## src/ddrpd_pkg.sv

```systemverilog
/*
  Constants for the DDR2 refresh and power-down state tracker: command field
  positions, state codes, reset values and timing counts at the 25 MHz clock.
  Assumes the tracker samples the command pins on every rising edge.
*/
package ddrpd_pkg;

  // Clock period in ns at 25 MHz
  localparam int CLK_PERIOD_NS = 40;

  // Average refresh interval, rounded down to whole cycles (a longest time)
  localparam int T_REFI_NS  = 7800;
  localparam int REFI_CYC   = (T_REFI_NS / CLK_PERIOD_NS < 1) ? 1 : T_REFI_NS / CLK_PERIOD_NS;

  // Refresh cycle time, rounded up (a least time); plain default
  localparam int T_RFC_NS   = 200;
  localparam int RFC_CYC    = (T_RFC_NS + CLK_PERIOD_NS - 1) / CLK_PERIOD_NS;

  // Self-refresh exit to non-read command, rounded up; plain default
  localparam int T_XSNR_NS  = 210;
  localparam int XSNR_CYC   = (T_XSNR_NS + CLK_PERIOD_NS - 1) / CLK_PERIOD_NS;

  // Exit latencies given in clock cycles; plain defaults
  localparam int XSRD_CYC   = 200;
  localparam int XP_CYC     = 2;
  localparam int XARD_CYC   = 2;
  localparam int XARDS_CYC  = 6;

  // Write with auto-precharge to internal precharge, in cycles; plain default
  localparam int AP_CYC     = 7;

  // Widths
  localparam int CNT_W      = 8;
  localparam int ROW_W      = 13;
  localparam int ADDR_W     = 14;
  localparam int BANK_W     = 3;
  localparam int PIN_W      = 5 + BANK_W + ADDR_W;

  // Address bit positions
  localparam int AUTOPRE_BIT = 10;  // autoprecharge_bit
  localparam int PDEXIT_BIT  = 12;  // pd_exit_mode_bit

  // Pin synchroniser reset value: clock gate low, strobes high (deselect)
  localparam logic [PIN_W-1:0] PIN_RST = 22'h1e_0000;

  // Tracked power states
  typedef enum logic [2:0] {
    ST_IDLE     = 3'b000,
    ST_ACTIVE   = 3'b001,
    ST_PRE_PD   = 3'b010,
    ST_ACT_PD   = 3'b011,
    ST_SELF_REF = 3'b100
  } ddrpd_state_e;

endpackage : ddrpd_pkg

```

## src/ddrpd_sync.sv

```systemverilog
/*
  Two-flop synchroniser for a vector of pin inputs.
  Assumes each bit is a level that is stable for more than one clock period.
*/
`timescale 1ns/1ps
module ddrpd_sync #(
  parameter int         W       = 1,
  parameter logic [W-1:0] RST_VAL = '0
) (
  input  wire logic         i_ref_clk,
  input  wire logic         i_rst,
  input  wire logic [W-1:0] i_async,
  output logic      [W-1:0] o_sync
);

  logic [W-1:0] meta_q;

  // First stage is read only by the second stage
  always_ff @(posedge i_ref_clk) begin
    if (i_rst) begin
      meta_q <= RST_VAL;
      o_sync <= RST_VAL;
    end else begin
      meta_q <= i_async;
      o_sync <= meta_q;
    end
  end

endmodule // ddrpd_sync

```

## src/ddrpd_core.sv

```systemverilog
/*
  DDR2 device-side refresh and power-down tracker: decodes commands from the
  pins, keeps the internal refresh row counter, the open-bank map, the
  auto-precharge closure, the power state, DLL enable and exit latencies.
  Assumes the controller keeps its own spacing rules; pins are asynchronous.
*/
// Notes on behaviour
// [RULE_01] Controller may address another bank during auto-precharge without data clash.
// [RULE_02] Controller spaces commands after write with auto-precharge per table.
// [RULE_03] Controller spaces commands after read with auto-precharge per table.
// [RULE_04] Every row must be refreshed within any rolling 64 ms.
// [RULE_05] CS, RAS, CAS low and WE high with clock gate high is auto-refresh.
// [RULE_06] Refresh rows come from the internal counter; address bus ignored.
// [RULE_07] Controller precharges all banks for precharge time before refresh.
// [RULE_08] Refresh leaves banks idle; refresh cycle time must pass afterwards.
// [RULE_09] At most eight refreshes postponed; gap under nine refresh intervals.
// [RULE_10] Termination off and banks idle before self-refresh entry.
// [RULE_11] Refresh decode with clock gate low enters self-refresh; only gate matters.
// [RULE_12] Clock may stop one cycle after self-refresh entry; stable before exit.
// [RULE_13] Clock gate high and NOP or deselect throughout self-refresh exit.
// [RULE_14] Read waits read exit delay; other commands wait non-read exit delay.
// [RULE_15] Clock gate low with NOP or deselect enters power-down.
// [RULE_16] Open row gives active power-down, else precharge; mode bit picks exit.
// [RULE_17] DLL off in precharge and slow-exit power-down, on in fast-exit.
// [RULE_18] Controller ends power-down within nine refresh intervals, clock stable.
// [RULE_19] Clock gate high with NOP exits power-down; exit latency then applies.
// [RULE_20] Active power-down after read only after read latency plus half burst.
// [RULE_21] Active power-down after write waits write latency, half burst, write-to-read delay.
// [RULE_22] Power-down after write with auto-precharge waits for internal precharge.
// [RULE_23] Autoprecharge bit high with read or write closes the bank afterwards.
// [RULE_24] State tracked from previous and current clock gate values.
`timescale 1ns/1ps
module ddrpd_core #(
  parameter int NUM_BANKS = 8,
  parameter int REFI_CYC  = ddrpd_pkg::REFI_CYC,
  parameter int RFC_CYC   = ddrpd_pkg::RFC_CYC,
  parameter int XSNR_CYC  = ddrpd_pkg::XSNR_CYC,
  parameter int XSRD_CYC  = ddrpd_pkg::XSRD_CYC,
  parameter int XP_CYC    = ddrpd_pkg::XP_CYC,
  parameter int XARD_CYC  = ddrpd_pkg::XARD_CYC,
  parameter int XARDS_CYC = ddrpd_pkg::XARDS_CYC,
  parameter int AP_CYC    = ddrpd_pkg::AP_CYC
) (
  input  wire logic                              i_ref_clk,
  input  wire logic                              i_rst,
  input  wire logic                              i_cke,
  input  wire logic                              i_cs_n,
  input  wire logic                              i_ras_n,
  input  wire logic                              i_cas_n,
  input  wire logic                              i_we_n,
  input  wire logic [ddrpd_pkg::BANK_W-1:0]      i_ba,
  input  wire logic [ddrpd_pkg::ADDR_W-1:0]      i_addr,
  output logic      [2:0]                        o_state,
  output logic                                   o_dll_en,
  output logic      [NUM_BANKS-1:0]              o_banks_open,
  output logic      [ddrpd_pkg::ROW_W-1:0]       o_refresh_row,
  output logic                                   o_refresh_busy,
  output logic                                   o_cmd_ready,
  output logic                                   o_read_ready,
  output logic                                   o_slow_exit,
  output logic                                   o_ap_pending
);

  localparam int CW = ddrpd_pkg::CNT_W;

  // One-hot bank select, used for activate, precharge and auto-precharge
  function automatic logic [NUM_BANKS-1:0] bank_mask(input logic [ddrpd_pkg::BANK_W-1:0] ba);
    bank_mask = '0;
    bank_mask[ba] = 1'b1;
  endfunction

  // Pins are sampled asynchronously, so all go through two flops
  logic [ddrpd_pkg::PIN_W-1:0] pins_s;
  ddrpd_sync #(
    .W       (ddrpd_pkg::PIN_W),
    .RST_VAL (ddrpd_pkg::PIN_RST)
  ) u_sync (
    .i_ref_clk (i_ref_clk),
    .i_rst     (i_rst),
    .i_async   ({i_cke, i_cs_n, i_ras_n, i_cas_n, i_we_n, i_ba, i_addr}),
    .o_sync    (pins_s)
  );

  wire                          cke_cur = pins_s[21];
  wire                          cs_n    = pins_s[20];
  wire                          ras_n   = pins_s[19];
  wire                          cas_n   = pins_s[18];
  wire                          we_n    = pins_s[17];
  wire [ddrpd_pkg::BANK_W-1:0]  ba      = pins_s[16:14];
  wire [ddrpd_pkg::ADDR_W-1:0]  addr    = pins_s[13:0];

  ddrpd_pkg::ddrpd_state_e state_q, state_d;
  logic                    cke_prev_q;
  logic [NUM_BANKS-1:0]    open_q, open_d;
  logic [ddrpd_pkg::ROW_W-1:0] row_q;
  logic [CW-1:0]           rfc_q, rfc_d, exit_q, exit_d, rdx_q, rdx_d;
  logic [CW-1:0]           ap_q, ap_d, srt_q;
  logic [ddrpd_pkg::BANK_W-1:0] ap_bank_q;
  logic                    slow_q;

  // Command decode on the registered clock gate pair
  wire normal   = (state_q == ddrpd_pkg::ST_IDLE) || (state_q == ddrpd_pkg::ST_ACTIVE);
  wire is_nop   = cs_n || (ras_n && cas_n && we_n);
  wire both_hi  = cke_prev_q && cke_cur;
  wire ref_code = !cs_n && !ras_n && !cas_n && we_n;
  wire cmd_ref  = normal && both_hi && ref_code;                  // see [RULE_05]
  wire cmd_sre  = normal && cke_prev_q && !cke_cur && ref_code;   // see [RULE_11]
  wire cmd_mode = normal && both_hi && !cs_n && !ras_n && !cas_n && !we_n;
  wire cmd_act  = normal && both_hi && !cs_n && !ras_n && cas_n && we_n;
  wire cmd_pre  = normal && both_hi && !cs_n && !ras_n && cas_n && !we_n;
  wire cmd_rdwr = normal && both_hi && !cs_n && ras_n && !cas_n;
  wire cmd_ap   = cmd_rdwr && addr[ddrpd_pkg::AUTOPRE_BIT];       // see [RULE_23]
  wire pd_entry = normal && cke_prev_q && !cke_cur && is_nop;      // see [RULE_15]
  wire pd_state = (state_q == ddrpd_pkg::ST_PRE_PD) || (state_q == ddrpd_pkg::ST_ACT_PD);
  wire pd_exit  = pd_state && !cke_prev_q && cke_cur && is_nop;    // see [RULE_19]
  wire sr_exit  = (state_q == ddrpd_pkg::ST_SELF_REF) && cke_cur;  // see [RULE_11]
  wire sr_tick  = (state_q == ddrpd_pkg::ST_SELF_REF) && (srt_q == CW'(REFI_CYC - 1));
  wire ap_done  = (ap_q == CW'(1));
  wire [NUM_BANKS-1:0] pre_mask = addr[ddrpd_pkg::AUTOPRE_BIT] ? '1 : bank_mask(ba);

  // Open-bank map; a second auto-precharge closes the older bank at once
  always_comb begin
    open_d = open_q;
    ap_d   = (ap_q != '0) ? ap_q - CW'(1) : ap_q;
    if (ap_done) begin
      open_d = open_d & ~bank_mask(ap_bank_q);                    // see [RULE_23]
    end
    if (cmd_ap) begin
      if (ap_q > CW'(1)) begin
        open_d = open_d & ~bank_mask(ap_bank_q);
      end
      ap_d = CW'(AP_CYC);                                         // see [RULE_22]
    end
    if (cmd_act) begin
      open_d = open_d | bank_mask(ba);
    end
    if (cmd_pre) begin
      open_d = open_d & ~pre_mask;
    end
    if (cmd_ref) begin
      open_d = '0;                                                // see [RULE_08]
    end
  end

  // Power state from previous and current clock gate values
  always_comb begin
    state_d = state_q;
    unique case (state_q)
      ddrpd_pkg::ST_IDLE,
      ddrpd_pkg::ST_ACTIVE: begin
        if (cmd_sre) begin
          state_d = ddrpd_pkg::ST_SELF_REF;                       // see [RULE_24]
        end else if (pd_entry) begin
          state_d = (open_q != '0) ? ddrpd_pkg::ST_ACT_PD         // see [RULE_16]
                                   : ddrpd_pkg::ST_PRE_PD;
        end else begin
          state_d = (open_d != '0) ? ddrpd_pkg::ST_ACTIVE : ddrpd_pkg::ST_IDLE;
        end
      end
      ddrpd_pkg::ST_PRE_PD,
      ddrpd_pkg::ST_ACT_PD: begin
        if (pd_exit) begin
          state_d = (open_d != '0) ? ddrpd_pkg::ST_ACTIVE : ddrpd_pkg::ST_IDLE;
        end
      end
      ddrpd_pkg::ST_SELF_REF: begin
        if (sr_exit) begin
          state_d = ddrpd_pkg::ST_IDLE;
        end
      end
      default: begin
        state_d = ddrpd_pkg::ST_IDLE;
      end
    endcase
  end

  // Exit latency and refresh busy counters
  wire [CW-1:0] pd_lat = (state_q == ddrpd_pkg::ST_PRE_PD) ? CW'(XP_CYC) :
                         (slow_q ? CW'(XARDS_CYC) : CW'(XARD_CYC));
  assign rfc_d  = cmd_ref ? CW'(RFC_CYC) : ((rfc_q != '0) ? rfc_q - CW'(1) : rfc_q);
  assign exit_d = sr_exit ? CW'(XSNR_CYC) :                        // see [RULE_14]
                  pd_exit ? pd_lat :                               // see [RULE_19]
                  ((exit_q != '0) ? exit_q - CW'(1) : exit_q);
  assign rdx_d  = sr_exit ? CW'(XSRD_CYC) :
                  pd_exit ? pd_lat :
                  ((rdx_q != '0) ? rdx_q - CW'(1) : rdx_q);

  // DLL stays on only in normal states and fast-exit active power-down
  wire dll_d = (state_d == ddrpd_pkg::ST_IDLE) || (state_d == ddrpd_pkg::ST_ACTIVE) ||
               ((state_d == ddrpd_pkg::ST_ACT_PD) && !slow_q);      // see [RULE_17]

  // State, counters and registered outputs
  always_ff @(posedge i_ref_clk) begin
    if (i_rst) begin
      state_q    <= ddrpd_pkg::ST_IDLE;
      cke_prev_q <= 1'b0;
      open_q     <= '0;
      row_q      <= '0;
      rfc_q      <= '0;
      exit_q     <= '0;
      rdx_q      <= '0;
      ap_q       <= '0;
      ap_bank_q  <= '0;
      srt_q      <= '0;
      slow_q     <= 1'b0;
    end else begin
      state_q    <= state_d;
      cke_prev_q <= cke_cur;
      open_q     <= open_d;
      rfc_q      <= rfc_d;
      exit_q     <= exit_d;
      rdx_q      <= rdx_d;
      ap_q       <= ap_d;
      if (cmd_ap) begin
        ap_bank_q <= ba;
      end
      // Address bus never feeds the row counter
      if (cmd_ref || sr_tick) begin
        row_q <= row_q + ddrpd_pkg::ROW_W'(1);                     // see [RULE_06]
      end
      // Internal self-refresh timer restarts on each entry
      srt_q <= (state_q != ddrpd_pkg::ST_SELF_REF || sr_tick) ? '0 : srt_q + CW'(1);
      if (cmd_mode && ba == '0) begin
        slow_q <= addr[ddrpd_pkg::PDEXIT_BIT];                     // see [RULE_16]
      end
    end
  end

  // Output flops follow the next-state values so they align with state_q
  always_ff @(posedge i_ref_clk) begin
    if (i_rst) begin
      o_dll_en       <= 1'b1;
      o_refresh_busy <= 1'b0;
      o_cmd_ready    <= 1'b1;
      o_read_ready   <= 1'b1;
      o_ap_pending   <= 1'b0;
    end else begin
      o_dll_en       <= dll_d;
      o_refresh_busy <= (rfc_d != '0);
      o_cmd_ready    <= (exit_d == '0) && (rfc_d == '0);
      o_read_ready   <= (rdx_d == '0) && (rfc_d == '0);
      o_ap_pending   <= (ap_d != '0);
    end
  end

  assign o_state       = state_q;
  assign o_banks_open  = open_q;
  assign o_refresh_row = row_q;
  assign o_slow_exit   = slow_q;
endmodule // ddrpd_core

```

## config.mk

```make
export PLATFORM = sky130hd
export DESIGN_NAME = ddrpd_core
export DESIGN_NICKNAME = d
export VERILOG_FILES = /design/src/ddrpd_pkg.sv /design/src/ddrpd_sync.sv /design/src/ddrpd_core.sv
export SDC_FILE = /design/constraint.sdc
export NUM_CORES = 1
export LEC_CHECK = 0
export ABC_AREA = 1
export BUFFER_PORTS_ARGS = -buffer_cell sky130_fd_sc_hd__buf_4
export CAP_MARGIN = 20
export CORE_ASPECT_RATIO = 1.5
export CORE_MARGIN = 1.5
export CORE_UTILIZATION = 45
export CTS_BUF_LIST = sky130_fd_sc_hd__clkbuf_16
export CTS_CLUSTER_DIAMETER = 50
export CTS_CLUSTER_SIZE = 16
export DETAILED_ROUTE_END_ITERATION = 7
export PLACE_DENSITY = 0.73
export SYNTH_ARGS = -nofsm -noshare
export SYNTH_HDL_FRONTEND = slang
export SYNTH_SLANG_ARGS = --single-unit
```

## constraint.sdc

```tcl
create_clock -name i_ref_clk -period 4.9 [get_ports i_ref_clk]
set_input_delay 0.245 -clock i_ref_clk [delete_from_list [all_inputs] [get_ports i_ref_clk]]
set_output_delay 0.245 -clock i_ref_clk [all_outputs]
set_load 0.02 [all_outputs]
```

# [Word level (Yosys, flattened, before mapping)]
# Index checks and enable logic that the tools add are counted.
[word_totals] rom_bits=0 in_bits=24 ram_bits=0 elab_cells=138 memories=0 reg_bits=118 latchBits=0 output_inout_bits=30
[classes] n_mux=30 n_lt_le_gt_ge=5 eq_ne=9 n_shift=0 multipliers=0 n_bitwise=6 div=0 n_addsub=6 reduce_logical=64
[op_table] op="$mux W8" n=17
[op_table] op="$reduce_bool A8 Y1" n=8
[op_table] op="$logic_and A1 B1 Y1" n=33
[op_table] op="$sub A8 B1 Y8 const B" n=4
[op_table] op="$and A8 B8 Y8" n=3
[op_table] op="$logic_not A8 Y1" n=3
[op_table] op="$not A8 Y8" n=2
[op_table] op="$mux W3" n=5
[op_table] op="$add A13 B1 Y13 const B" n=1
[op_table] op="$eq A3 B2 Y1 const B" n=3
[op_table] op="$logic_not A3 Y1" n=3
[op_table] op="$pmux W3 S3" n=1
[op_table] op="$add A8 B1 Y8 const B" n=1
[op_table] op="$eq A8 B1 Y1 const B" n=1
[op_table] op="$eq A8 B8 Y1 const B" n=1
[op_table] op="$gt A8 B1 Y1 const B" n=1
[op_table] op="$lt A3 B4 Y1 const B" n=2
[op_table] op="$or A8 B8 Y8" n=1
[op_table] op="$logic_not A1 Y1" n=7
[op_table] op="$logic_or A1 B1 Y1" n=7
[op_table] op="$demux W1 S3" n=2
[op_table] op="$eq A3 B1 Y1 const B" n=2
[op_table] op="$ge A3 B1 Y1 const B" n=2
[op_table] op="$reduce_or A2 Y1" n=3
[op_table] op="other kinds (4)" n=7

# [Longest topological paths before layout]
# Gate-level depths: netlist (run 1).
[logic_depth] depth_word=23 depth_mapped=15 mapped_depth_nobuf=15

# [By module]
# Synthesis (run 1) repeated with hierarchy kept, for this count alone.
[unflattened] cells_unflattened=760 hier_area_um2=5556.6
[by_module_without_submodules] mod="ddrpd_core" n_inst=1 seq_area_each_um2=1481.4 area_per_inst_um2=4291.6 cells_per_inst=623
[by_module_without_submodules] mod="ddrpd_sync" n_inst=1 seq_area_each_um2=880.8 area_per_inst_um2=1265.0 cells_per_inst=137

# [Least setup slack after synthesis (run 1)]
# Ideal clock, no wire load.
[synth_path] kind="register -> register" start="reg state_q[2], in the netlist o_state[2]" end="reg state_q[0], in the netlist o_state[0]" stages_incl_launch_ff=13 required_ns=4.768 period_less_slack_ns=1.611 arrival_ns=1.479 setup_ns=0.132 path_buffers=0 setup_slack_ns=3.289 cell_sequence="dfxtp_1 > nor2_2 > nand3_4 > nor2_8 > nand3_4 > nand2_1 > nand3_1 > nand2_1 > nand2_1 > nor2_1 > nand2_1 > nand2_1 > a21oi_1"
[synth_via] elab_chain_len=18 word_cells_on_any_way=40 cone_classes="4 x eq/ne; 10 x mux; 2 x bitwise; 24 x reduce/logical"
[synth_rtl] item="start: declaration" line_no="ddrpd_core.sv:92" rtl="ddrpd_pkg::ddrpd_state_e state_q, state_d;"
[synth_rtl] item="start signal: assignment" line_no="ddrpd_core.sv:195" rtl="state_q <= ddrpd_pkg::ST_IDLE;"
[synth_rtl] item="start signal: assignment" line_no="ddrpd_core.sv:207" rtl="state_q <= state_d;"
[synth_rtl] item="$eq A3 B1 Y1 or $logic_not A3 Y1 (tied branches)" line_no="ddrpd_core.sv:102, ddrpd_core.sv:148"
[synth_rtl] item="$logic_or A1 B1 Y1" line_no="ddrpd_core.sv:102" rtl="wire normal = (state_q == ddrpd_pkg::ST_IDLE) || (state_q == ddrpd_pkg::ST_ACTIVE);"
[synth_rtl] item="$logic_and A1 B1 Y1"
[synth_rtl] item="$logic_and A1 B1 Y1" line_no="ddrpd_core.sv:109, ddrpd_core.sv:110, ddrpd_core.sv:111"
[synth_rtl] item="$logic_and A1 B1 Y1 (2 in series)" line_no="ddrpd_core.sv:111" rtl="wire cmd_rdwr = normal && both_hi && !cs_n && ras_n && !cas_n;"
[synth_rtl] item="$logic_and A1 B1 Y1" line_no="ddrpd_core.sv:112" rtl="wire cmd_ap = cmd_rdwr && addr[ddrpd_pkg::AUTOPRE_BIT];"
[synth_rtl] item="$mux W8" line_no="ddrpd_core.sv:128" rtl="if (cmd_ap) begin"
[synth_rtl] item="$or A8 B8 Y8" line_no="ddrpd_core.sv:135" rtl="open_d = open_d | bank_mask(ba);"
[synth_rtl] item="$mux W8" line_no="ddrpd_core.sv:134" rtl="if (cmd_act) begin"
[synth_rtl] item="$and A8 B8 Y8" line_no="ddrpd_core.sv:138" rtl="open_d = open_d & ~pre_mask;"
[synth_rtl] item="$mux W8" line_no="ddrpd_core.sv:137" rtl="if (cmd_pre) begin"
[synth_rtl] item="$mux W8" line_no="ddrpd_core.sv:140" rtl="if (cmd_ref) begin"
[synth_rtl] item="$reduce_bool A8 Y1" line_no="ddrpd_core.sv:157, ddrpd_core.sv:163"
[synth_rtl] item="$mux W1" line_no="ddrpd_core.sv:157, ddrpd_core.sv:163"
[synth_rtl] item="$mux W2" line_no="ddrpd_core.sv:153" rtl="end else if (pd_entry) begin"
[synth_rtl] item="$mux W3" line_no="ddrpd_core.sv:151" rtl="if (cmd_sre) begin"
[synth_rtl] item="$pmux W3 S3 (*)" line_no="ddrpd_core.sv:148" rtl="unique case (state_q)"
# Every way passes the cells marked *; elsewhere a longest branch is shown, timed or not.
# A chain may end at the register's enable or synchronous reset.

# [Final worst setup path (run 1)]
[layout_path] start="reg u_sync.o_sync[17]" end="reg o_read_ready"
[layout_via] elab_chain_len=7 word_cells_on_any_way=11 cone_classes="3 x mux; 8 x reduce/logical"
[layout_rtl] item="start: declaration" line_no="ddrpd_sync.sv:13" rtl="output logic [W-1:0] o_sync"
[layout_rtl] item="start signal: assignment" line_no="ddrpd_sync.sv:25" rtl="o_sync <= meta_q;"
[layout_rtl] item="$logic_and A1 B1 Y1" line_no="ddrpd_core.sv:103" rtl="wire is_nop = cs_n || (ras_n && cas_n && we_n);"
[layout_rtl] item="$logic_or A1 B1 Y1" line_no="ddrpd_core.sv:103"
[layout_rtl] item="$logic_and A1 B1 Y1" line_no="ddrpd_core.sv:115" rtl="wire pd_exit = pd_state && !cke_prev_q && cke_cur && is_nop;"
[layout_rtl] item="$mux W8" line_no="ddrpd_core.sv:185" rtl="pd_exit ? pd_lat :"
[layout_rtl] item="$mux W8" line_no="ddrpd_core.sv:184" rtl="assign rdx_d = sr_exit ? CW'(XSRD_CYC) :"
[layout_rtl] item="$logic_not A8 Y1" line_no="ddrpd_core.sv:241" rtl="o_read_ready <= (rdx_d == '0) && (rfc_d == '0);"
[layout_rtl] item="$logic_and A1 B1 Y1 (*)" line_no="ddrpd_core.sv:241"
[layout_rtl] item="end signal: assignment" line_no="ddrpd_core.sv:241"
[layout_rtl] item="end: declaration" line_no="ddrpd_core.sv:59" rtl="output logic o_read_ready,"
# Marked as above.

==> flow_summary.json, run 1 <==
{
  "drv_slew": 0,
  "std_cell_rows": 45,
  "worst_ep_arrival_time_ns": 2.22,
  "finClkSkew_ns": 0.00499,
  "yosysWarnings": 0,
  "p_comb_share_pct": 40.4,
  "path_class": "reg2reg",
  "powerDensity_nw_per_um2": 528,
  "end_kind": "flop",
  "hold_end": "u_sync.meta_q[18]$_SDFF_PP1_",
  "diodes": 0,
  "boundaryPins": 54,
  "drv_cap": 0,
  "grt_overflow": 0,
  "min_path_cells": 2,
  "wl_per_cell_um": 11.9,
  "grt_pass1_vias": 3990,
  "switchingPower_mw": 1.09,
  "die_w_um": 86.1,
  "detail-route-antenna-nets": 0,
  "cts-root-buf": "clkbuf_16",
  "drtPass1Iterations": 4,
  "synth_edf_count": 0,
  "syn_area_per_cell_um2": 7.07,
  "fin_nets": 738,
  "swShare_pct": 38.5,
  "finalHoldViolCount": 0,
  "maxSlewHeadroom_pct": 50.6,
  "die_h_um": 128,
  "async_flop_share_pct": 0,
  "stdcell_area_um2": 5370,
  "grt_usage_pct": 19.2,
  "insertion_delay_ns": 0.35,
  "grt_setup_unrepaired": "no",
  "wl_met1_um": 4000,
  "startpoint_type": "flop",
  "r2r-end": "o_read_ready$_SDFF_PP1_",
  "final-setup-viol-count": 0,
  "initial_utilization_pct": 46.3,
  "io_buffers": 41,
  "drc": 0,
  "p_int_mw": 1.74,
  "grt_first_pass_wirelength_um": 16900,
  "min-delay-start": "i_cas_n",
  "required_ns": 5.18,
  "layout-drive-gt1-share_pct": 12.3,
  "rr_startpoint": "u_sync.o_sync[17]$_SDFF_PP1_",
  "area_delta_synth_final_pct": 15.1,
  "clk_pin_slew_ns": 0.06,
  "drt_iter0_drc": 215,
  "cts_tree": "built",
  "power_mw": 2.83,
  "finalCriticalPeriod_ns": 1.94,
  "synth_top_area_share_pct": 40.4,
  "cts-hold-fix-buffers": 0,
  "wl_met2_um": 5210,
  "syn_area_um2": 4660,
  "antenna_found_initial": 0,
  "p_clk_share_pct": 24.1,
  "power.sequential.fraction_pct": 35.5,
  "cts.htree.levels": 3,
  "yosysSeqAreaShare_pct": 40.4,
  "reg2reg_depth": 8,
  "synthesis.nets": 696,
  "clock_sinks": 94,
  "highest_layer": "met4",
  "synth_flop_cell": "dfxtp_1",
  "cts_resized": 0,
  "timing.fmax_mhz": 516,
  "cts_made_buffers": 9,
  "grt_max_degree": 74,
  "worst_pin_slew_ns": 0.741,
  "die_area_um2": 11000,
  "synthTopCellsByArea": "dfxtp_1, nor2_1, nand2_1",
  "vias": 4129,
  "hp-class": "in2reg",
  "wl_um": 9760,
  "via_per_inst": 5.02,
  "placed_area_um2": 5080,
  "finalWeightedCongestion": 0.921,
  "cts_setup_buffers": 0,
  "ys_ff_latch": 94,
  "leakage_nw": 2.40,
  "outcome": "finished, final reports clean",
  "clockBufferDepth": 2,
  "core-area_um2": 10100,
  "wl_met3_um": 286,
  "rrSetupSlack_ns": 2.96,
  "ir_drop_uv": 245,
  "critical_path_peak_fanout": 10,
  "dpl.hpwl_um": 7250,
  "synth_area_leader_cell": "dfxtp_1",
  "setup_tns_ns": 0,
  "period_share_pct": 39.6,
  "netlist_instances": 660,
  "synth.distinct_cells": 34
}
==> metrics by stage <==
step / utilization, % / worst slack (ns) / std cells / hold WS (ns)
5_1_grt: 53.2 / 2.75 / 823 / 0.0734
3_5_place_dp: 50.4 / 2.81 / 808 / 0.397
3_3_place_gp: 50.4 / 2.85 / 808 / 0.398
6_report: 53.2 / 2.96 / 823 / 0.0767
4_1_cts: 53.2 / 2.96 / 823 / 0.0693
2_1_floorplan: - / 3.29 / 660 / 0.349
==> layer usage <==
metal,track usage [%],vias to the layer above
met5,0,-
met4,10.3,0
met3,3.67,18
met2,36.2,56
met1,19.5,1889
li1,-,2166
==> registers in the layout, indices dropped and copies added, names as in the netlist <==
register,cells
rdx_q,8
o_cmd_ready,1
cke_prev_q,1
u_sync.o_sync,10
o_slow_exit,1
o_read_ready,1
exit_q,8
srt_q,8
o_ap_pending,1
o_state,3
u_sync.meta_q,10
ap_bank_q,3
o_banks_open,8
o_dll_en,1
o_refresh_row,13
ap_q,8
rfc_q,8
o_refresh_busy,1
==> cell usage after synthesis (2+ instances only) <==
cell       number
nand3_1        35
dfxtp_1        94
inv_2           4
ha_1           12
nand3_4         3
or2_2          11
o2111ai_1       2
o21ai_0        24
nand4_1        14
inv_1         103
nand2_1       110
nor2_2          3
o21ai_1         5
o31ai_1         2
nand2_2         4
nor2_1        114
a21oi_2         2
nor3_1         28
nor4_1          5
clkbuf_1        9
xor2_1         22
xnor2_1         7
o21a_1          3
a21oi_1        31
nor3b_1         4
==> final cells by class <==
cell class | instances | area, um^2
clock buffer | 9 | 225
fill | 970 | 4710
inverter | 108 | 410
clock inverter | 6 | 62.6
multi-input combinational | 447 | 2320
sequential | 94 | 1880
timing repair buffer | 42 | 315
tap | 117 | 146
==> how the worst max path moves through the flow <==
stage	startpoint	end	slack [ns]	depth (start not counted)
after global routing	srt_q[0]$_SDFF_PP0_	o_refresh_row[7]$_SDFFE_PP0P_	2.75	10
after global placement	i_rst	srt_q[6]$_SDFF_PP0_	2.85	5
final	u_sync.o_sync[17]$_SDFF_PP1_	o_read_ready$_SDFF_PP1_	2.96	8
after floorplan	o_state[2]$_SDFF_PP0_	o_state[0]$_SDFF_PP0_	3.29	12
after CTS	o_state[2]$_SDFF_PP0_	o_read_ready$_SDFF_PP1_	2.96	9
after detailed placement	i_rst	srt_q[7]$_SDFF_PP0_	2.81	5
==> power groups by stage <==
stage	logic (mW)	registers (mW)	clock network [mW]
4_1_cts	1.15	1.00	0.698
5_1_grt	1.32	1.02	0.730
6_report	1.14	1.00	0.682
2_1_floorplan	0.909	1.02	0
3_3_place_gp	1.11	1.01	0
3_5_place_dp	1.13	1.02	0
==> worst max-delay path: stages, from the launching register on <==
cell and delay [ns]:
dfxtp_1 0.54, nand2_1 0.18, nor2_4 0.22, nor2_1 0.11, o21ai_1 0.11, nand4_1 0.13
nor2_1 0.36, nand3_1 0.14, nand2_1 0.08
==> cells in the final DEF, fill, tap and decap left out, types with 2 or more instances in the layout <==
cell,instances
a21oi_1,31
a21oi_2,2
buf_4,42
clkbuf_16,9
dfxtp_1,94
ha_1,12
inv_1,104
inv_2,4
inv_6,2
nand2_1,110
nand2_2,4
nand3_1,35
nand3_4,3
nand4_1,14
nor2_1,114
nor2_2,3
nor3_1,28
nor3b_1,4
nor4_1,5
o2111ai_1,2
o21a_1,3
o21ai_0,24
o21ai_1,5
o31ai_1,2
or2_2,11
xnor2_1,7
xor2_1,22
==> cells by family after synthesis <==
| family | after synthesis | synth area share, % |
|---|---|---|
| AOI/OAI and AO/OA | 71 | 8.61 |
| xor gates and xnor gates | 29 | 5.45 |
| adders and majority gates | 12 | 3.22 |
| DFF | 94 | 40.4 |
| buffers and inverters | 119 | 9.79 |
| and+or+nand+nor | 335 | 32.6 |
Note: power is estimated with default switching activity, not from simulation.
==> run 2: changes to the inputs <==
--- a/config.mk
+++ b/config.mk
@@ -15,7 +15,7 @@
 export CTS_CLUSTER_DIAMETER = 50
 export CTS_CLUSTER_SIZE = 16
 export DETAILED_ROUTE_END_ITERATION = 7
-export PLACE_DENSITY = 0.73
+export PLACE_DENSITY = 0.76
 export SYNTH_ARGS = -nofsm -noshare
 export SYNTH_HDL_FRONTEND = slang
 export SYNTH_SLANG_ARGS = --single-unit
==> constraint.sdc (replaced) <==
create_clock -name i_ref_clk -period 1.6 [get_ports i_ref_clk]
set_input_delay 0.08 -clock i_ref_clk [delete_from_list [all_inputs] [get_ports i_ref_clk]]
set_output_delay 0.08 -clock i_ref_clk [all_outputs]
set_load 0.02 [all_outputs]
==> run 2 against run 1 <==
  * The run now ends with setup timing left
  * Worst setup slack worse by 3.1 ns
  * Fmax is 12% higher
  * Die area stayed put
  * Clock power grew to 3.2 times the previous value
  * Global-route usage is 3.2 points higher
  * First-iteration DRC count is 56% higher
  * Via count is 18% higher
  * Power grew to 4.1 times the previous value
  * Sequential power grew to 3.2 times the previous value
  * Cell count is 14% higher
  * Register-to-register slack worse by 3.1 ns
  * Non-clock buffer count is 116 higher
==> flow_summary.json, run 2 (synthesis gave the netlist of run 1 again) <==
{
  "hp-class": "in2reg",
  "drv_cap": 0,
  "placed_area_um2": 5760,
  "critical_path.cell_chain": "inv_4, ha_4, inv_2, nor2_1, nand2_1, buf_6, nand3_4, nand2_1, nand3_1, nand2_1, nand2_1, nor2_1, nand2_1, nand2_1, a21oi_1",
  "boundaryPins": 54,
  "power.sequential.fraction_pct": 27.4,
  "clk_pin_slew_ns": 0.07,
  "clock_sinks": 94,
  "std_cell_rows": 45,
  "via_per_inst": 5.20,
  "die_w_um": 86.1,
  "drc": 0,
  "worst_ep_arrival_time_ns": 1.98,
  "period_share_pct": 109,
  "diodes": 0,
  "detail-route-antenna-nets": 0,
  "rr_startpoint": "ap_q[1]$_SDFF_PP0_",
  "fin_cells": 940,
  "setup_tns_ns": -0.419,
  "rrSetupSlack_ns": -0.14,
  "crit_slowest_cell": "dfxtp_2",
  "finalCriticalPeriod_ns": 1.74,
  "wl_per_cell_um": 14.3,
  "wl_um": 13400,
  "grt_pass1_vias": 4572,
  "leakage_nw": 3.07,
  "antenna_found_initial": 0,
  "p_clk_share_pct": 19.0,
  "cts_made_buffers": 9,
  "final_util_pct": 67.2,
  "stdcell_area_um2": 6770,
  "grt_first_pass_wirelength_um": 19500,
  "ir_drop_uv": 1330,
  "cts.htree.levels": 3,
  "vias": 4890,
  "cts_tree": "built",
  "crit_family": "simple AND/OR/NAND/NOR gates",
  "grt_max_degree": 50,
  "insertion_delay_ns": 0.36,
  "min-delay-start": "i_rst",
  "powerDensity_nw_per_um2": 1700,
  "hold_end": "rfc_q[7]$_SDFF_PP0_",
  "worst-path-stages": 15,
  "swShare_pct": 39.5,
  "finalHoldViolCount": 0,
  "final_common_cell": "buf_4",
  "cp_slowest_stage_delay_ns": 0.35,
  "end_kind": "flop",
  "layout_common_cells": "buf_4, nor2_1, nand2_1",
  "required_ns": 1.84,
  "die_h_um": 128,
  "critical_path.most_common_cell": "nand2_1",
  "outcome": "finished with violations",
  "postLayoutSetupSlackWorst_ns": -0.137,
  "startpoint_type": "flop",
  "p_int_mw": 6.97,
  "finalWeightedCongestion": 0.926,
  "maxSlewHeadroom_pct": 71.3,
  "worst-path-buf-inv": 3,
  "p_comb_share_pct": 53.5,
  "finClkSkew_ns": 0.00823,
  "drt_iter0_drc": 336,
  "r2r-end": "o_state[0]$_SDFF_PP0_",
  "grt_setup_unrepaired": "yes",
  "initial_utilization_pct": 46.3,
  "drtPass1Iterations": 7,
  "cts-root-buf": "clkbuf_16",
  "violations": "setup timing",
  "grt_overflow": 0,
  "area_delta_synth_final_pct": 45.2,
  "layout-drive-gt1-share_pct": 36.5,
  "largest_register_ffs": 13,
  "final-setup-viol-count": 9,
  "timing.fmax_mhz": 576,
  "fin_nets": 854,
  "core-area_um2": 10100,
  "reg2reg_depth": 15,
  "grt_usage_pct": 22.4,
  "die_area_um2": 11000,
  "worst_pin_slew_ns": 0.427,
  "io_buffers": 41,
  "dp.cells": 897,
  "switchingPower_mw": 4.54,
  "clockBufferDepth": 2,
  "critical_path_peak_fanout": 8,
  "drv_slew": 0,
  "path_class": "reg2reg",
  "dpl.hpwl_um": 8310,
  "min_path_cells": 2
}
-- run 2: area by class of cell --
class,count,area (um^2)
tap,117,146
sequential,94,1910
timing repair buffer,158,1260
inverter,108,425
clock inverter,7,73.8
fill,750,3310
multi-input combinational,447,2730
clock buffer,9,225
-- run 2: worst reg2reg max path, stage by stage, from the launching register on --
cell	delay, ns
dfxtp_2	0.35
inv_4	0.05
ha_4	0.15
inv_2	0.04
nor2_1	0.03
nand2_1	0.10
buf_6	0.11
nand3_4	0.13
nand2_1	0.10
nand3_1	0.09
nand2_1	0.10
nand2_1	0.06
nor2_1	0.10
nand2_1	0.08
nand2_1	0.07
a21oi_1	0.06
-- run 2: stage by stage --
stage | setup WS [ns] | power (mW) | hold slack, ns
floorplan | 0.00565 | 5.90 | 0.184
global placement | -0.106 | 7.60 | 0.264
detailed placement | -0.130 | 7.79 | 0.269
CTS | -0.0627 | 10.2 | 0.0978
global route | -0.251 | 12.2 | 0.104
finish | -0.137 | 11.5 | 0.0995
-- run 2: worst max-delay path by stage --
stage                     startpoint                             to  slack [ns]
6_report          ap_q[1]$_SDFF_PP0_          o_state[0]$_SDFF_PP0_       -0.14
5_1_grt           ap_q[1]$_SDFF_PP0_          o_state[0]$_SDFF_PP0_       -0.25
4_1_cts        o_state[2]$_SDFF_PP0_        o_read_ready$_SDFF_PP1_       -0.06
3_5_place_dp     srt_q[1]$_SDFF_PP0_  o_refresh_row[4]$_SDFFE_PP0P_       -0.13
3_3_place_gp     rfc_q[0]$_SDFF_PP0_        o_read_ready$_SDFF_PP1_       -0.11
2_1_floorplan  o_state[1]$_SDFF_PP0_          o_state[0]$_SDFF_PP0_       0.006
-- run 2: routing by layer --
metal / wire length [um] / track usage, %
met1: 4870 / 22.6
met2: 7490 / 42.8
met3: 539 / 3.80
met4: 518 / 11.9
met5: 0 / 0
-- run 2: power by group through the flow --
stage / clock, mW / sequential [mW] / combinational, mW
after floorplan: 0 / 3.12 / 2.79
after global placement: 0 / 3.08 / 4.51
after detailed placement: 0 / 3.10 / 4.68
after CTS: 2.20 / 3.07 / 4.92
after global routing: 2.28 / 3.19 / 6.70
final: 2.19 / 3.16 / 6.16
-- run 2: what timing repair did --
item                                   CTS  global route
buffers inserted                         4            15
setup endpoints to repair               14            31
gates cloned                             0             1
pin swaps                               14            49
gates resized for setup                 40           115
hold buffers                            10             0
endpoints found under the hold margin   10             0
==> run 3: changes to the inputs <==
--- a/config.mk
+++ b/config.mk
@@ -8,7 +8,6 @@
 export ABC_AREA = 1
 export BUFFER_PORTS_ARGS = -buffer_cell sky130_fd_sc_hd__buf_4
 export CAP_MARGIN = 20
-export CORE_ASPECT_RATIO = 1.5
 export CORE_MARGIN = 1.5
 export CORE_UTILIZATION = 45
 export CTS_BUF_LIST = sky130_fd_sc_hd__clkbuf_16
@@ -16,6 +15,7 @@
 export CTS_CLUSTER_SIZE = 16
 export DETAILED_ROUTE_END_ITERATION = 7
 export PLACE_DENSITY = 0.76
+export SLEW_MARGIN = 0
 export SYNTH_ARGS = -nofsm -noshare
 export SYNTH_HDL_FRONTEND = slang
 export SYNTH_SLANG_ARGS = --single-unit
==> run 3 against run 2 <==
  * The flow still finishes with violations (setup timing)
  * Core utilization increased by 1.4 points
  * Worst setup slack improved by 0.0043 ns
  * Combinational power decreased by 3%
  * Non-clock buffer count increased by 5
  * Global-route usage increased by 0.28 points
  * First-iteration DRC count decreased by 32%
  * Critical endpoint unchanged
  * Largest cell class unchanged
  * Highest routed layer unchanged
==> flow_summary.json, run 3 (synthesis gave the netlist of run 1 again) <==
{
  "grt_max_degree": 27,
  "dp.cells": 917,
  "clk_pin_slew_ns": 0.06,
  "drv_cap": 0,
  "final_common_cell": "buf_4",
  "required_ns": 1.82,
  "setup_tns_ns": -0.601,
  "rr_startpoint": "o_state[1]$_SDFF_PP0_",
  "fin_cells": 961,
  "drc": 0,
  "maxSlewHeadroom_pct": 76.3,
  "drt_iter0_drc": 229,
  "leakage_nw": 3.09,
  "diodes": 0,
  "critical_path.most_common_cell": "nand2_1",
  "clock_sinks": 94,
  "core-area_um2": 9910,
  "die_h_um": 105,
  "worst_pin_slew_ns": 0.354,
  "timing.fmax_mhz": 577,
  "finalHoldViolCount": 0,
  "wl_per_cell_um": 13.7,
  "cts_made_buffers": 9,
  "crit_start": "o_state[1]$_SDFF_PP0_",
  "initial_utilization_pct": 47.1,
  "end_kind": "flop",
  "critical_path.cell_chain": "nor2_4, nand3_4, nor2_4, inv_4, o21ai_0, inv_1, nand2_1, nand2_1, nor2_2, nand2_1, nand2_1, a21oi_1",
  "vias": 4910,
  "cp_slowest_stage_delay_ns": 0.37,
  "ir_drop_uv": 863,
  "final-setup-viol-count": 9,
  "fin_nets": 859,
  "finClkSkew_ns": 0.00771,
  "insertion_delay_ns": 0.35,
  "min-delay-start": "i_rst",
  "clockBufferDepth": 2,
  "area_delta_synth_final_pct": 45.7,
  "die_area_um2": 11000,
  "finalWeightedCongestion": 0.906,
  "hp-class": "in2reg",
  "period_share_pct": 108,
  "antenna_found_initial": 0,
  "powerDensity_nw_per_um2": 1660,
  "path_class": "reg2reg",
  "postLayoutSetupSlackWorst_ns": -0.133,
  "wl_um": 13200,
  "finalCriticalPeriod_ns": 1.73,
  "dpl.hpwl_um": 8400,
  "cts.htree.levels": 3,
  "detail-route-antenna-nets": 0,
  "grt_overflow": 0,
  "layout_common_cells": "buf_4, nand2_1, nor2_1",
  "worst_ep_arrival_time_ns": 1.96,
  "drtPass1Iterations": 5,
  "cts-root-buf": "clkbuf_16",
  "outcome": "finished with violations",
  "die_w_um": 105,
  "boundaryPins": 54,
  "grt_pass1_vias": 4745,
  "largest_register_ffs": 13,
  "std_cell_rows": 36,
  "via_per_inst": 5.11,
  "critical_path_peak_fanout": 9,
  "grt_setup_unrepaired": "yes",
  "startpoint_type": "flop",
  "cts_tree": "built",
  "rrSetupSlack_ns": -0.13,
  "io_buffers": 41,
  "violations": "setup timing",
  "grt_first_pass_wirelength_um": 20600,
  "layout-drive-gt1-share_pct": 36.6,
  "grt_usage_pct": 22.7,
  "crit_slowest_cell": "dfxtp_4",
  "drv_slew": 0
}
run 3: changes by cell type in the layout (fill, tap and decap cells not counted), moves of 3 or more:
cell     change
nand2_2      -6
buf_4        +8
nand2_1      +9
nor2_1       -7
dfxtp_2      -4
nor3_1       -7
dfxtp_1      +3
nor2_2       +6
nor3_2       +8
run 3: critical path, delay by kind of cell (launching register included):
| kind | cells | cell delay [ns] |
|---|---|---|
| compound gates | 2 | 0.16 |
| flops | 1 | 0.37 |
| simple gates | 8 | 0.94 |
| buf+inv | 2 | 0.15 |
run 3: layout make-up:
| cell class | instances | area [um^2] |
|---|---|---|
| clock buffers | 9 | 225 |
| clock inverters | 7 | 66.3 |
| fillers | 754 | 3110 |
| inverters | 108 | 428 |
| multi-input cells | 447 | 2720 |
| flip-flops and latches | 94 | 1910 |
| well taps | 133 | 166 |
| repair buffers | 163 | 1280 |
run 3: final timing paths:
check / to / cells after the start
worst min register to register: u_sync.o_sync[14]$_SDFF_PP0_ / 2
worst min-delay path: exit_q[0]$_SDFF_PP0_ / 2
worst max-delay path: o_state[0]$_SDFF_PP0_ / 12
worst max register to register: o_state[0]$_SDFF_PP0_ / 12
run 3: power by group:
group          switching (mW)  leakage (nW)  internal (mW)
clock network           0.926         0.146           1.20
registers               0.367         0.775           2.79
logic                    3.12          2.17           2.87
run 3: metal layers:
layer  track usage (%)  share of wire (%)
met3              4.62                5.3
met1              25.9                 40
met4              9.49                3.8
met5                 0                  0
met2              40.8                 51
run 3: repair_timing:
action	in CTS	in global routing
hold buffers	10	0
buffers inserted	13	11
gates resized for setup	49	100
endpoints found under the setup margin	19	39
endpoints found under the hold margin	10	0
pin swaps	22	39
run 3: metrics by stage:
| step | power [mW] | setup slack [ns] | cell area, um^2 | hold slack, ns | utilization (%) |
|---|---|---|---|---|---|
| after global routing | 12.0 | -0.248 | 6800 | 0.109 | 68.6 |
| after floorplan | 5.90 | 0.00565 | 4670 | 0.184 | - |
| final | 11.3 | -0.133 | 6800 | 0.0940 | 68.6 |
| after CTS | 10.6 | -0.124 | 6430 | 0.0894 | 64.9 |
| after detailed placement | 7.86 | -0.219 | 5800 | 0.268 | 58.5 |
| after global placement | 7.67 | -0.101 | 5800 | 0.270 | 58.5 |
